`src/uport_cfg.svh`:
```
// Register map, field positions and reset values of the universal port.
// Included by the design and the bench; definitions only.
`ifndef UPORT_CFG_SVH
`define UPORT_CFG_SVH
// Printed offsets are indices (not multiples of four); byte address = 4 * index
`define UP_IDX_VALUE_A 7'h3c
`define UP_IDX_VALUE_B 7'h7c
`define UP_IDX_STAT_A 7'h3d
`define UP_IDX_STAT_B 7'h7d
`define UP_IDX_DIR_A 7'h3e
`define UP_IDX_DIR_B 7'h7e
`define UP_IDX_PORT_CFG_A 7'h39
`define UP_IDX_PORT_CFG_B 7'h79
`define UP_IDX_SUMMARY_A 7'h38
`define UP_IDX_SUMMARY_B 7'h78
`define UP_IDX_IEN 7'h10
`define UP_IDX_ICLR 7'h11
`define UP_IDX_IST 7'h12
`define UP_VISIBLE_BIT 7
`define UP_SUMMARY_PORT_BIT 0
`define UP_DIR_RST 8'hff
`define UP_MASK_RST 8'hff
`define UP_PORT_CFG_RST 8'h00
`define UP_IEN_RST 2'h0
`define UP_EV_CHANGE 0
`define UP_EV_PENDING 1
`endif

```
`src/uport_pkg.sv`:
```
// Types shared by the universal port design.
// Constants live in uport_cfg.svh.
package uport_pkg;
   typedef enum logic [1:0] {
      APB_SETUP = 2'b01,
      APB_ACCESS = 2'b10
   } apb_phase_e;
endpackage : uport_pkg

```
`src/universal_port.sv`:
```
// Eight-pin universal port with change detection, as an APB slave.
// Assumes pin inputs synchronous to ref_clk_i; pad logic combines the enables.
//
// Design decision made here: the APB register port.
`timescale 1ns/1ps
`include "uport_cfg.svh"
module universal_port #(
   parameter int PIN_W = 8
) (
   input wire logic ref_clk_i, // Device clock, 100 MHz
   input wire logic sys_rst_i, // Synchronous reset, active high
   input wire logic clk_en_i, // Freezes all state while low
   input wire logic psel_i, // APB select
   input wire logic penable_i, // APB enable
   input wire logic pwrite_i, // APB direction
   input wire logic [11:0] paddr_i, // APB byte address
   input wire logic [31:0] pwdata_i, // APB write data
   output logic [31:0] prdata_o, // APB read data
   output logic pready_o, // APB ready
   output logic pslverr_o, // APB error, unmapped address
   input wire logic [PIN_W-1:0] port_pin_i, // Pad levels
   output logic [PIN_W-1:0] port_pin_o, // Pad drive levels
   output logic [PIN_W-1:0] port_pin_oe_n_o, // Low while driving
   output logic port_irq_o, // Shared port interrupt request
   output logic irq_o // Block level interrupt, enabled events
);
   initial begin
      if (PIN_W != 8) $error("universal_port supports eight pins only");
   end

   logic [PIN_W-1:0] dir_r, mask_r, out_r, sync1_r, sync2_r, prev_r;
   logic [PIN_W-1:0] flag_r, pend_r;
   logic [7:0] port_cfg_r;
   logic summary_r;
   logic [1:0] ien_r, ist_r;
   logic [1:0] ev_nxt;
   logic edge_ok_r;
   uport_pkg::apb_phase_e phase_r;

   logic [6:0] idx;
   logic addr_ok, word_ok, acc_go, rd_go, wr_go;
   logic stat_rd;
   logic [PIN_W-1:0] chg, new_evt, vis_flag, act_flag;
   logic [31:0] rd_val;

   assign idx = paddr_i[8:2];
   assign word_ok = (paddr_i[1:0] == 2'h0) && (paddr_i[11:9] == 3'h0);
   assign acc_go = clk_en_i && psel_i && penable_i && (phase_r == uport_pkg::APB_ACCESS);
   assign rd_go = acc_go && !pwrite_i;
   // Misaligned or out-of-range writes are refused and must not land
   assign wr_go = acc_go && pwrite_i && word_ok;

   always_comb begin
      addr_ok = 1'b0;
      case (idx)
         `UP_IDX_VALUE_A, `UP_IDX_VALUE_B,
         `UP_IDX_STAT_A, `UP_IDX_STAT_B,
         `UP_IDX_DIR_A, `UP_IDX_DIR_B,
         `UP_IDX_PORT_CFG_A, `UP_IDX_PORT_CFG_B,
         `UP_IDX_IEN, `UP_IDX_IST: addr_ok = word_ok;
         `UP_IDX_SUMMARY_A, `UP_IDX_SUMMARY_B: addr_ok = word_ok && !pwrite_i;
         `UP_IDX_ICLR: addr_ok = word_ok && pwrite_i;
         default: addr_ok = 1'b0;
      endcase
   end

   assign stat_rd = rd_go && word_ok && ((idx == `UP_IDX_STAT_A) || (idx == `UP_IDX_STAT_B));

   assign chg = edge_ok_r ? (sync2_r ^ prev_r) : '0;
   assign new_evt = chg & dir_r;

   // masked hidden unless visible
   // A flag raised before its pin was masked again is hidden as well
   assign vis_flag = port_cfg_r[`UP_VISIBLE_BIT] ? (flag_r | pend_r) : (flag_r & ~mask_r);
   assign act_flag = flag_r & ~mask_r;

   always_comb begin
      rd_val = 32'h0;
      case (idx)
         `UP_IDX_VALUE_A, `UP_IDX_VALUE_B: rd_val[PIN_W-1:0] = sync2_r;
         `UP_IDX_STAT_A, `UP_IDX_STAT_B: rd_val[PIN_W-1:0] = vis_flag;
         `UP_IDX_DIR_A, `UP_IDX_DIR_B: rd_val[PIN_W-1:0] = dir_r;
         `UP_IDX_PORT_CFG_A, `UP_IDX_PORT_CFG_B: rd_val[7:0] = port_cfg_r;
         `UP_IDX_SUMMARY_A, `UP_IDX_SUMMARY_B: rd_val[`UP_SUMMARY_PORT_BIT] = summary_r;
         `UP_IDX_IEN: rd_val[1:0] = ien_r;
         `UP_IDX_IST: rd_val[1:0] = ist_r;
         default: rd_val = 32'h0;
      endcase
   end

   // APB slave: one wait-free access cycle after setup
   always_ff @(posedge ref_clk_i) begin
      if (sys_rst_i) begin
         phase_r <= uport_pkg::APB_SETUP;
         pready_o <= 1'b0;
         pslverr_o <= 1'b0;
         prdata_o <= 32'h0;
      end else if (clk_en_i) begin
         if (psel_i && !penable_i) begin
            phase_r <= uport_pkg::APB_ACCESS;
            pready_o <= 1'b1;
            pslverr_o <= !addr_ok;
            prdata_o <= (addr_ok && !pwrite_i) ? rd_val : 32'h0;
         end else begin
            phase_r <= uport_pkg::APB_SETUP;
            pready_o <= 1'b0;
            pslverr_o <= 1'b0;
            prdata_o <= 32'h0;
         end
      end
   end

   always_ff @(posedge ref_clk_i) begin
      if (sys_rst_i) begin
         // Preload pin levels so that release shows no false edge
         sync1_r <= port_pin_i;
         sync2_r <= port_pin_i;
         prev_r <= port_pin_i;
         edge_ok_r <= 1'b0;
      end else if (clk_en_i) begin
         sync1_r <= port_pin_i;
         sync2_r <= sync1_r;
         prev_r <= sync2_r;
         edge_ok_r <= 1'b1;
      end
   end

   // Direction and output drive
   always_ff @(posedge ref_clk_i) begin
      if (sys_rst_i) begin
         dir_r <= `UP_DIR_RST;
         out_r <= '0;
      end else if (clk_en_i && wr_go) begin
         if ((idx == `UP_IDX_DIR_A) || (idx == `UP_IDX_DIR_B)) begin
            dir_r <= pwdata_i[PIN_W-1:0];
         end
         if ((idx == `UP_IDX_VALUE_A) || (idx == `UP_IDX_VALUE_B)) begin
            out_r <= (out_r & dir_r) | (pwdata_i[PIN_W-1:0] & ~dir_r);
         end
      end
   end

   always_ff @(posedge ref_clk_i) begin
      if (sys_rst_i) begin
         port_pin_o <= '0;
         port_pin_oe_n_o <= '1;
      end else if (clk_en_i) begin
         port_pin_o <= out_r & ~dir_r;
         port_pin_oe_n_o <= dir_r;
      end
   end

   // Mask and interrupt configuration
   always_ff @(posedge ref_clk_i) begin
      if (sys_rst_i) begin
         mask_r <= `UP_MASK_RST;
         port_cfg_r <= `UP_PORT_CFG_RST;
         ien_r <= `UP_IEN_RST;
      end else if (clk_en_i && wr_go) begin
         if ((idx == `UP_IDX_STAT_A) || (idx == `UP_IDX_STAT_B)) begin
            mask_r <= pwdata_i[PIN_W-1:0];
         end
         if ((idx == `UP_IDX_PORT_CFG_A) || (idx == `UP_IDX_PORT_CFG_B)) begin
            port_cfg_r <= pwdata_i[7:0];
         end
         if (idx == `UP_IDX_IEN) begin
            ien_r <= pwdata_i[1:0];
         end
      end
   end

   // Per-pin change flag and pending store
   genvar g;
   generate
      for (g = 0; g < PIN_W; g++) begin : g_pin
         always_ff @(posedge ref_clk_i) begin
            if (sys_rst_i) begin
               flag_r[g] <= 1'b0;
               pend_r[g] <= 1'b0;
            end else if (clk_en_i) begin
               if (!mask_r[g]) begin
                  flag_r[g] <= new_evt[g] || pend_r[g] || (flag_r[g] && !stat_rd);
                  pend_r[g] <= 1'b0;
               end else begin
                  pend_r[g] <= new_evt[g] ||
                     (pend_r[g] && !(stat_rd && port_cfg_r[`UP_VISIBLE_BIT]));
                  flag_r[g] <= flag_r[g] && !stat_rd;
               end
            end
         end
      end
   endgenerate

   // Summary bit and port interrupt line
   always_ff @(posedge ref_clk_i) begin
      if (sys_rst_i) begin
         summary_r <= 1'b0;
         port_irq_o <= 1'b0;
      end else if (clk_en_i) begin
         summary_r <= (|(new_evt & ~mask_r)) || (|(pend_r & ~mask_r)) ||
            ((summary_r || (|act_flag)) && !stat_rd);
         port_irq_o <= |act_flag;
      end
   end

   assign ev_nxt[`UP_EV_CHANGE] = |(new_evt & ~mask_r);
   assign ev_nxt[`UP_EV_PENDING] = |(new_evt & mask_r);

   // Sticky events; set beats a coincident clear
   always_ff @(posedge ref_clk_i) begin
      if (sys_rst_i) begin
         ist_r <= 2'h0;
         irq_o <= 1'b0;
      end else if (clk_en_i) begin
         if (wr_go && (idx == `UP_IDX_ICLR)) begin
            ist_r <= (ist_r & ~pwdata_i[1:0]) | ev_nxt;
         end else begin
            ist_r <= ist_r | ev_nxt;
         end
         irq_o <= |(ist_r & ien_r);
      end
   end
endmodule : universal_port

```
`config.mk`:
```
export PLATFORM = sky130hd
export DESIGN_NAME = universal_port
export DESIGN_NICKNAME = d
export VERILOG_FILES = /design/src/uport_pkg.sv /design/src/universal_port.sv
export VERILOG_INCLUDE_DIRS = /design/src
export SDC_FILE = /design/constraint.sdc
export NUM_CORES = 1
export LEC_CHECK = 0
export ABC_CLOCK_PERIOD_IN_PS = 1900
export BUFFER_PORTS_ARGS = -buffer_cell sky130_fd_sc_hd__buf_2
export CAP_MARGIN = 30
export CORE_MARGIN = 2
export CORE_UTILIZATION = 53
export CTS_CLUSTER_SIZE = 28
export DETAILED_ROUTE_END_ITERATION = 10
export GPL_ROUTABILITY_DRIVEN = 0
export GPL_TIMING_DRIVEN = 0
export PLACE_DENSITY = 0.78
export RECOVER_POWER = 100
export SLEW_MARGIN = 20
export SYNTH_ARGS = -nofsm -noshare
export SYNTH_HDL_FRONTEND = slang
export SYNTH_SLANG_ARGS = --single-unit
```
`constraint.sdc`:
```
create_clock -name ref_clk_i -period 1.9 [get_ports ref_clk_i]
set_input_delay 0.19 -clock ref_clk_i [delete_from_list [all_inputs] [get_ports ref_clk_i]]
set_output_delay 0.19 -clock ref_clk_i [all_outputs]
set_load 0.1 [all_outputs]
```
# Word-level counts from Yosys, hierarchy flattened
# Index checks and enable logic that the tools add are counted.
[op_classes] n_eq_ne=14 muxes=34 n_bitwise=18 n_reduce_logical=88
[ops] cell="8-bit two-way mux" count=10
[ops] cell="8-bit AND" count=8
[ops] cell="7-bit by 6-bit equality test with 1-bit output, second input constant" count=5
[ops] cell="7-bit equality test, second input constant" count=5
[ops] cell="1-bit logical AND" count=33
[ops] cell="8-bit OR reduction" count=4
[ops] cell="1-bit logical OR" count=31
[ops] cell="6-bit case mux with 4 select lines" count=1
[ops] cell="7-bit by 5-bit equality test with 1-bit output, second input constant" count=3
[ops] cell="1-bit two-way mux" count=18
[ops] cell="8-bit NOT" count=2
[ops] cell="8-bit bitwise OR" count=2
[ops] cell="2-bit OR reduction" count=6
[ops] cell="2-bit AND reduction" count=5
[ops] cell="10-bit OR reduction" count=1
[ops] cell="8-bit bitwise XOR" count=1
[ops] cell="1-bit case mux with 7 select lines" count=1
[ops] cell="1-bit case mux with 6 select lines" count=1
[ops] cell="1-bit zero test" count=5
[ops] cell="2-bit AND" count=2
[ops] cell="2-bit two-way mux" count=2
[ops] cell="2-bit bitwise OR" count=2
[ops] cell="3-bit zero test" count=1
[ops] cell="1-bit case mux with 3 select lines" count=1
[ops] cell="other kinds (4)" count=4
[word_totals] ff_bits=132 output_inout_bits=52

# Longest topological paths before layout
[logic_depth] depth_word=11 mapped_depth=7

# Least setup slack after synthesis
# Ideal clock, no wire load.
[synth_timing] path_kind="register to register" start="reg pready_o (netlist name)" end="reg mask_r[6]" setup_time_ns=0.129 arrival_time_ns=2.197 required_ns=1.771 path_slack_ns=-0.426 stages_incl_launch_ff=6 n_path_buf=0 path_cell_list="dfxtp_1 > and4b_1 > nand2_1 > nor4_4 > mux2i_1 > nand2_1"
[synth_rtl] element="end signal: assignment" line_no="universal_port.sv:156" text="mask_r <= `UP_MASK_RST;"
[synth_rtl] element="end signal: assignment" line_no="universal_port.sv:161" text="mask_r <= pwdata_i[PIN_W-1:0];"
[synth_rtl] element="end: declaration" line_no="universal_port.sv:31" text="logic [PIN_W-1:0] dir_r, mask_r, out_r, sync1_r, sync2_r, prev_r;"

# Worst setup path in the final report
[layout_timing] start="reg mask_r[2]" end="reg summary_r"
[layout_via] elab_chain_len=6 elab_cells_between_ends=11
[layout_lines] element="8-bit NOT *" line_no="universal_port.sv:75, universal_port.sv:200"
[layout_lines] element="8-bit AND" line_no="universal_port.sv:75" text="assign act_flag = flag_r & ~mask_r;"
[layout_lines] element="8-bit OR reduction" line_no="universal_port.sv:201" text="((summary_r || (|act_flag)) && !stat_rd);"
[layout_lines] element="1-bit logical OR" line_no="universal_port.sv:201"
[layout_lines] element="1-bit logical AND" line_no="universal_port.sv:201"
[layout_lines] element="1-bit logical OR *" line_no="universal_port.sv:200" text="summary_r <= (|(new_evt & ~mask_r)) || (|(pend_r & ~mask_r)) ||"
[layout_lines] element="end signal: assignment" line_no="universal_port.sv:200"
[layout_lines] element="end: declaration" line_no="universal_port.sv:34" text="logic summary_r;"
# Every way passes the cells marked *; elsewhere a longest branch is shown, timed or not.
# A chain may end at the register's enable or synchronous reset.

==> flow_summary.json <==
{
  "status": "finished, final reports clean",
  "synthSimpleGateAreaFrac": 0.182,
  "post-cts-setup-buffers": 0,
  "grt_max_degree": 19,
  "wl_per_cell_um": 16.1,
  "critPathKind": "flop to flop",
  "clock.fmax_mhz": 543,
  "h-tree-depth": 3,
  "clk_pin_slew_ns": 0.11,
  "cellLeakagePower_nw": 2.25,
  "grt_setup_unrepaired": "no",
  "start_kind": "flop",
  "routed_wl_mm": 12.6,
  "grt_pass1_vias": 3987,
  "ys_ff_latch": 107,
  "p_per_area_nw_per_um2": 756,
  "synth.largest_area_cell": "dfxtp_1",
  "cts_sinks": 107,
  "yosysWarnings": 0,
  "root_buffer": "clkbuf_8",
  "fp.dieW_um": 102,
  "synth_ff_type": "dfxtp_1",
  "met1_usage": 0.348,
  "syn_avg_cell_area_um2": 9.18,
  "finalCriticalPeriod_ns": 1.84,
  "slew_headroom": 0.438,
  "whs_ns": 0.0554,
  "crit_path_end_kind": "flop",
  "ioPinCount": 110,
  "drt_iter0_drc": 509,
  "setup_violations": 0,
  "synthAdderAreaFrac": 0,
  "die_h_um": 102,
  "ir_drop_v": 0.000421,
  "syn_inst": 550,
  "num_rows": 35,
  "initial_core_util": 0.547,
  "final_util": 0.632,
  "drive_above_1_share": 0.167,
  "dieArea_um2": 10300,
  "synthMuxAreaShare": 0.0617,
  "grt_overflow": 0,
  "synth_seq_area_share": 0.472,
  "tightest_slew_ns": 0.839,
  "synth-edff-count": 24,
  "hp-class": "input pin to flop",
  "slew_violations": 0,
  "multi_input_area_um2": 2300,
  "nNetsFinal": 706,
  "ys_async_sr_fraction": 0,
  "port_buffers": 58,
  "synth_xor_xnor_area_share": 0.0139,
  "cp.arrival_ns": 2.09,
  "synth_compound_area_frac": 0.179,
  "detail-route-antenna-nets": 0,
  "seqCellArea_um2": 2390,
  "synth_top_area_share": 0.329,
  "synth_cell_types": 59,
  "insertion_delay_ns": 0.38,
  "top_usage_layer": "met2",
  "area_growth_pct": 15.7,
  "synth_area_leaders": "dfxtp_1 (33%), edfxtp_1 (14%), mux2i_1 (5.9%)",
  "critPathRequiredTime_ns": 2.15,
  "num-fill-cells": 764,
  "dp_hpwl_mm": 9.25,
  "use_met2": 0.388,
  "fp.coreArea_um2": 9240,
  "use_met3": 0.0462,
  "finalClockSkew_ns": 0.0127,
  "crit_fanout": 9,
  "cts_tree": "done",
  "syn_area_um2": 5050,
  "drv_cap": 0,
  "vias_per_cell": 5.70,
  "firstDrtPassIters": 8,
  "finalCritPeriodShare": 0.969,
  "hold_viol_final": 0,
  "drcViolationCount": 0,
  "num_vias": 4461,
  "cts.path.max_buffers": 2,
  "antenna_found_initial": 0,
  "grt_pass1_wl_mm": 20.0,
  "synth_top_family_by_area": "simple AND/OR/NAND/NOR gates",
  "insertedDiodeCount": 0,
  "numCtsBuffers": 9,
  "grtUsageTotal": 0.250
}
[report_power, final]
group          total, mW  leakage [nW]  internal, mW  switching [mW]
Combinational      0.617          1.23         0.165           0.452
Clock               1.35        0.0933         0.525           0.821
Sequential          2.46         0.920          2.40          0.0555
Total               4.42          2.25          3.09            1.33
[metal layers]
layer,wire [µm],vias to the layer above
li1,-,2112
met1,5430,2070
met2,5860,253
met3,1060,26
met4,247,0
met5,0,-
[logic make-up (layout without fill, tap and decap cells)]
logic type                count (synthesis)  in the layout
AOI/OAI and AO/OA                       140            140
xor gates and xnor gates                  8              8
buffers and inverters                    93            173
DFF                                     107            107
muxes                                    31             31
other                                     1             24
and+or+nand+nor                         170            170
[cells in the final DEF, fill, tap and decap left out, types with 10 or more instances in the layout]
cell type / n
a21oi_1: 27
and3_1: 12
buf_2: 24
buf_4: 24
clkbuf_1: 30
clkbuf_2: 31
clkbuf_8: 10
conb_1: 24
dfxtp_1: 82
edfxtp_1: 24
inv_1: 35
mux2i_1: 30
nand2_1: 37
nand3_1: 17
nor2_1: 43
nor2b_1: 20
o21ai_0: 53
[critical path: stages (launching register included)]
cell and delay [ns]:
dfxtp_1 0.33, clkbuf_1 0.32, o22ai_1 0.15, or4_1 0.59
o21ai_0 0.20, a311oi_1 0.11
[synth_stat cells (3+ instances only)]
| master | n |
|---|---|
| nor2_1 | 43 |
| nand3_1 | 17 |
| a22oi_1 | 3 |
| and4_1 | 5 |
| buf_2 | 4 |
| o21ai_0 | 45 |
| a32oi_1 | 8 |
| a21oi_1 | 27 |
| nand2b_1 | 4 |
| o21ai_1 | 8 |
| dfxtp_1 | 83 |
| clkbuf_1 | 23 |
| nor3_1 | 3 |
| o22ai_1 | 6 |
| a221oi_1 | 8 |
| a21o_1 | 6 |
| buf_4 | 24 |
| nand4b_1 | 4 |
| inv_1 | 36 |
| mux2i_1 | 30 |
| nand3b_1 | 9 |
| nor2b_1 | 20 |
| edfxtp_1 | 24 |
| o32ai_1 | 9 |
| xor2_1 | 8 |
| o2bb2ai_1 | 6 |
| nand2_1 | 37 |
| and3_1 | 12 |
[stage by stage]
stage	instance area (µm²)	setup slack, ns	power, mW	cells	setup TNS, ns
floorplan	5140	0.130	2.96	573	0
global placement	5590	-0.513	3.09	760	-12.64
detailed placement	5590	-0.596	3.10	760	-15.17
CTS	5830	0.0601	4.41	781	0
global route	5840	0.00742	4.57	782	0
finish	5840	0.0595	4.42	782	0
[area by class of cell]
| cell class | count | area share |
|---|---|---|
| Clock inverter | 6 | 0.00814 |
| Inverter | 38 | 0.0251 |
| Tap cell | 129 | 0.0276 |
| Multi-Input combinational cell | 373 | 0.393 |
| Clock buffer | 10 | 0.0236 |
| Sequential cell | 107 | 0.408 |
| Timing Repair inverter | 1 | 0.00128 |
| Buffer | 53 | 0.0531 |
| Timing Repair Buffer | 65 | 0.0600 |
[path summary, 6_finish.rpt]
kind,start,depth (start not counted),endpoint,slack (ns)
setup reg to reg,mask_r[2],5,summary_r,0.06
hold / removal,port_pin_i[7],1,sync1_r[7],0.06
hold reg to reg,prdata_o[7],2,prdata_o[7],0.46
setup / recovery,mask_r[2],5,summary_r,0.06
[flip-flops by register name, summed over array words and instances, names as in the netlist, 8 cells and up, named ones only]
name             count
sync1_r              8
pend_r               8
port_cfg_r           8
prev_r               8
flag_r               8
port_pin_oe_n_o      8
prdata_o             8
sync2_r              8
mask_r               8
dir_r                8
port_pin_o           8
[what timing repair did]
item | CTS | global route
hold endpoints to repair | 4 | 3
resized for setup | 3 | 0
hold buffers | 4 | 3
gates cloned | 1 | 0
setup endpoints to repair | 24 | 2
Power figures use the tool's default switching activity.
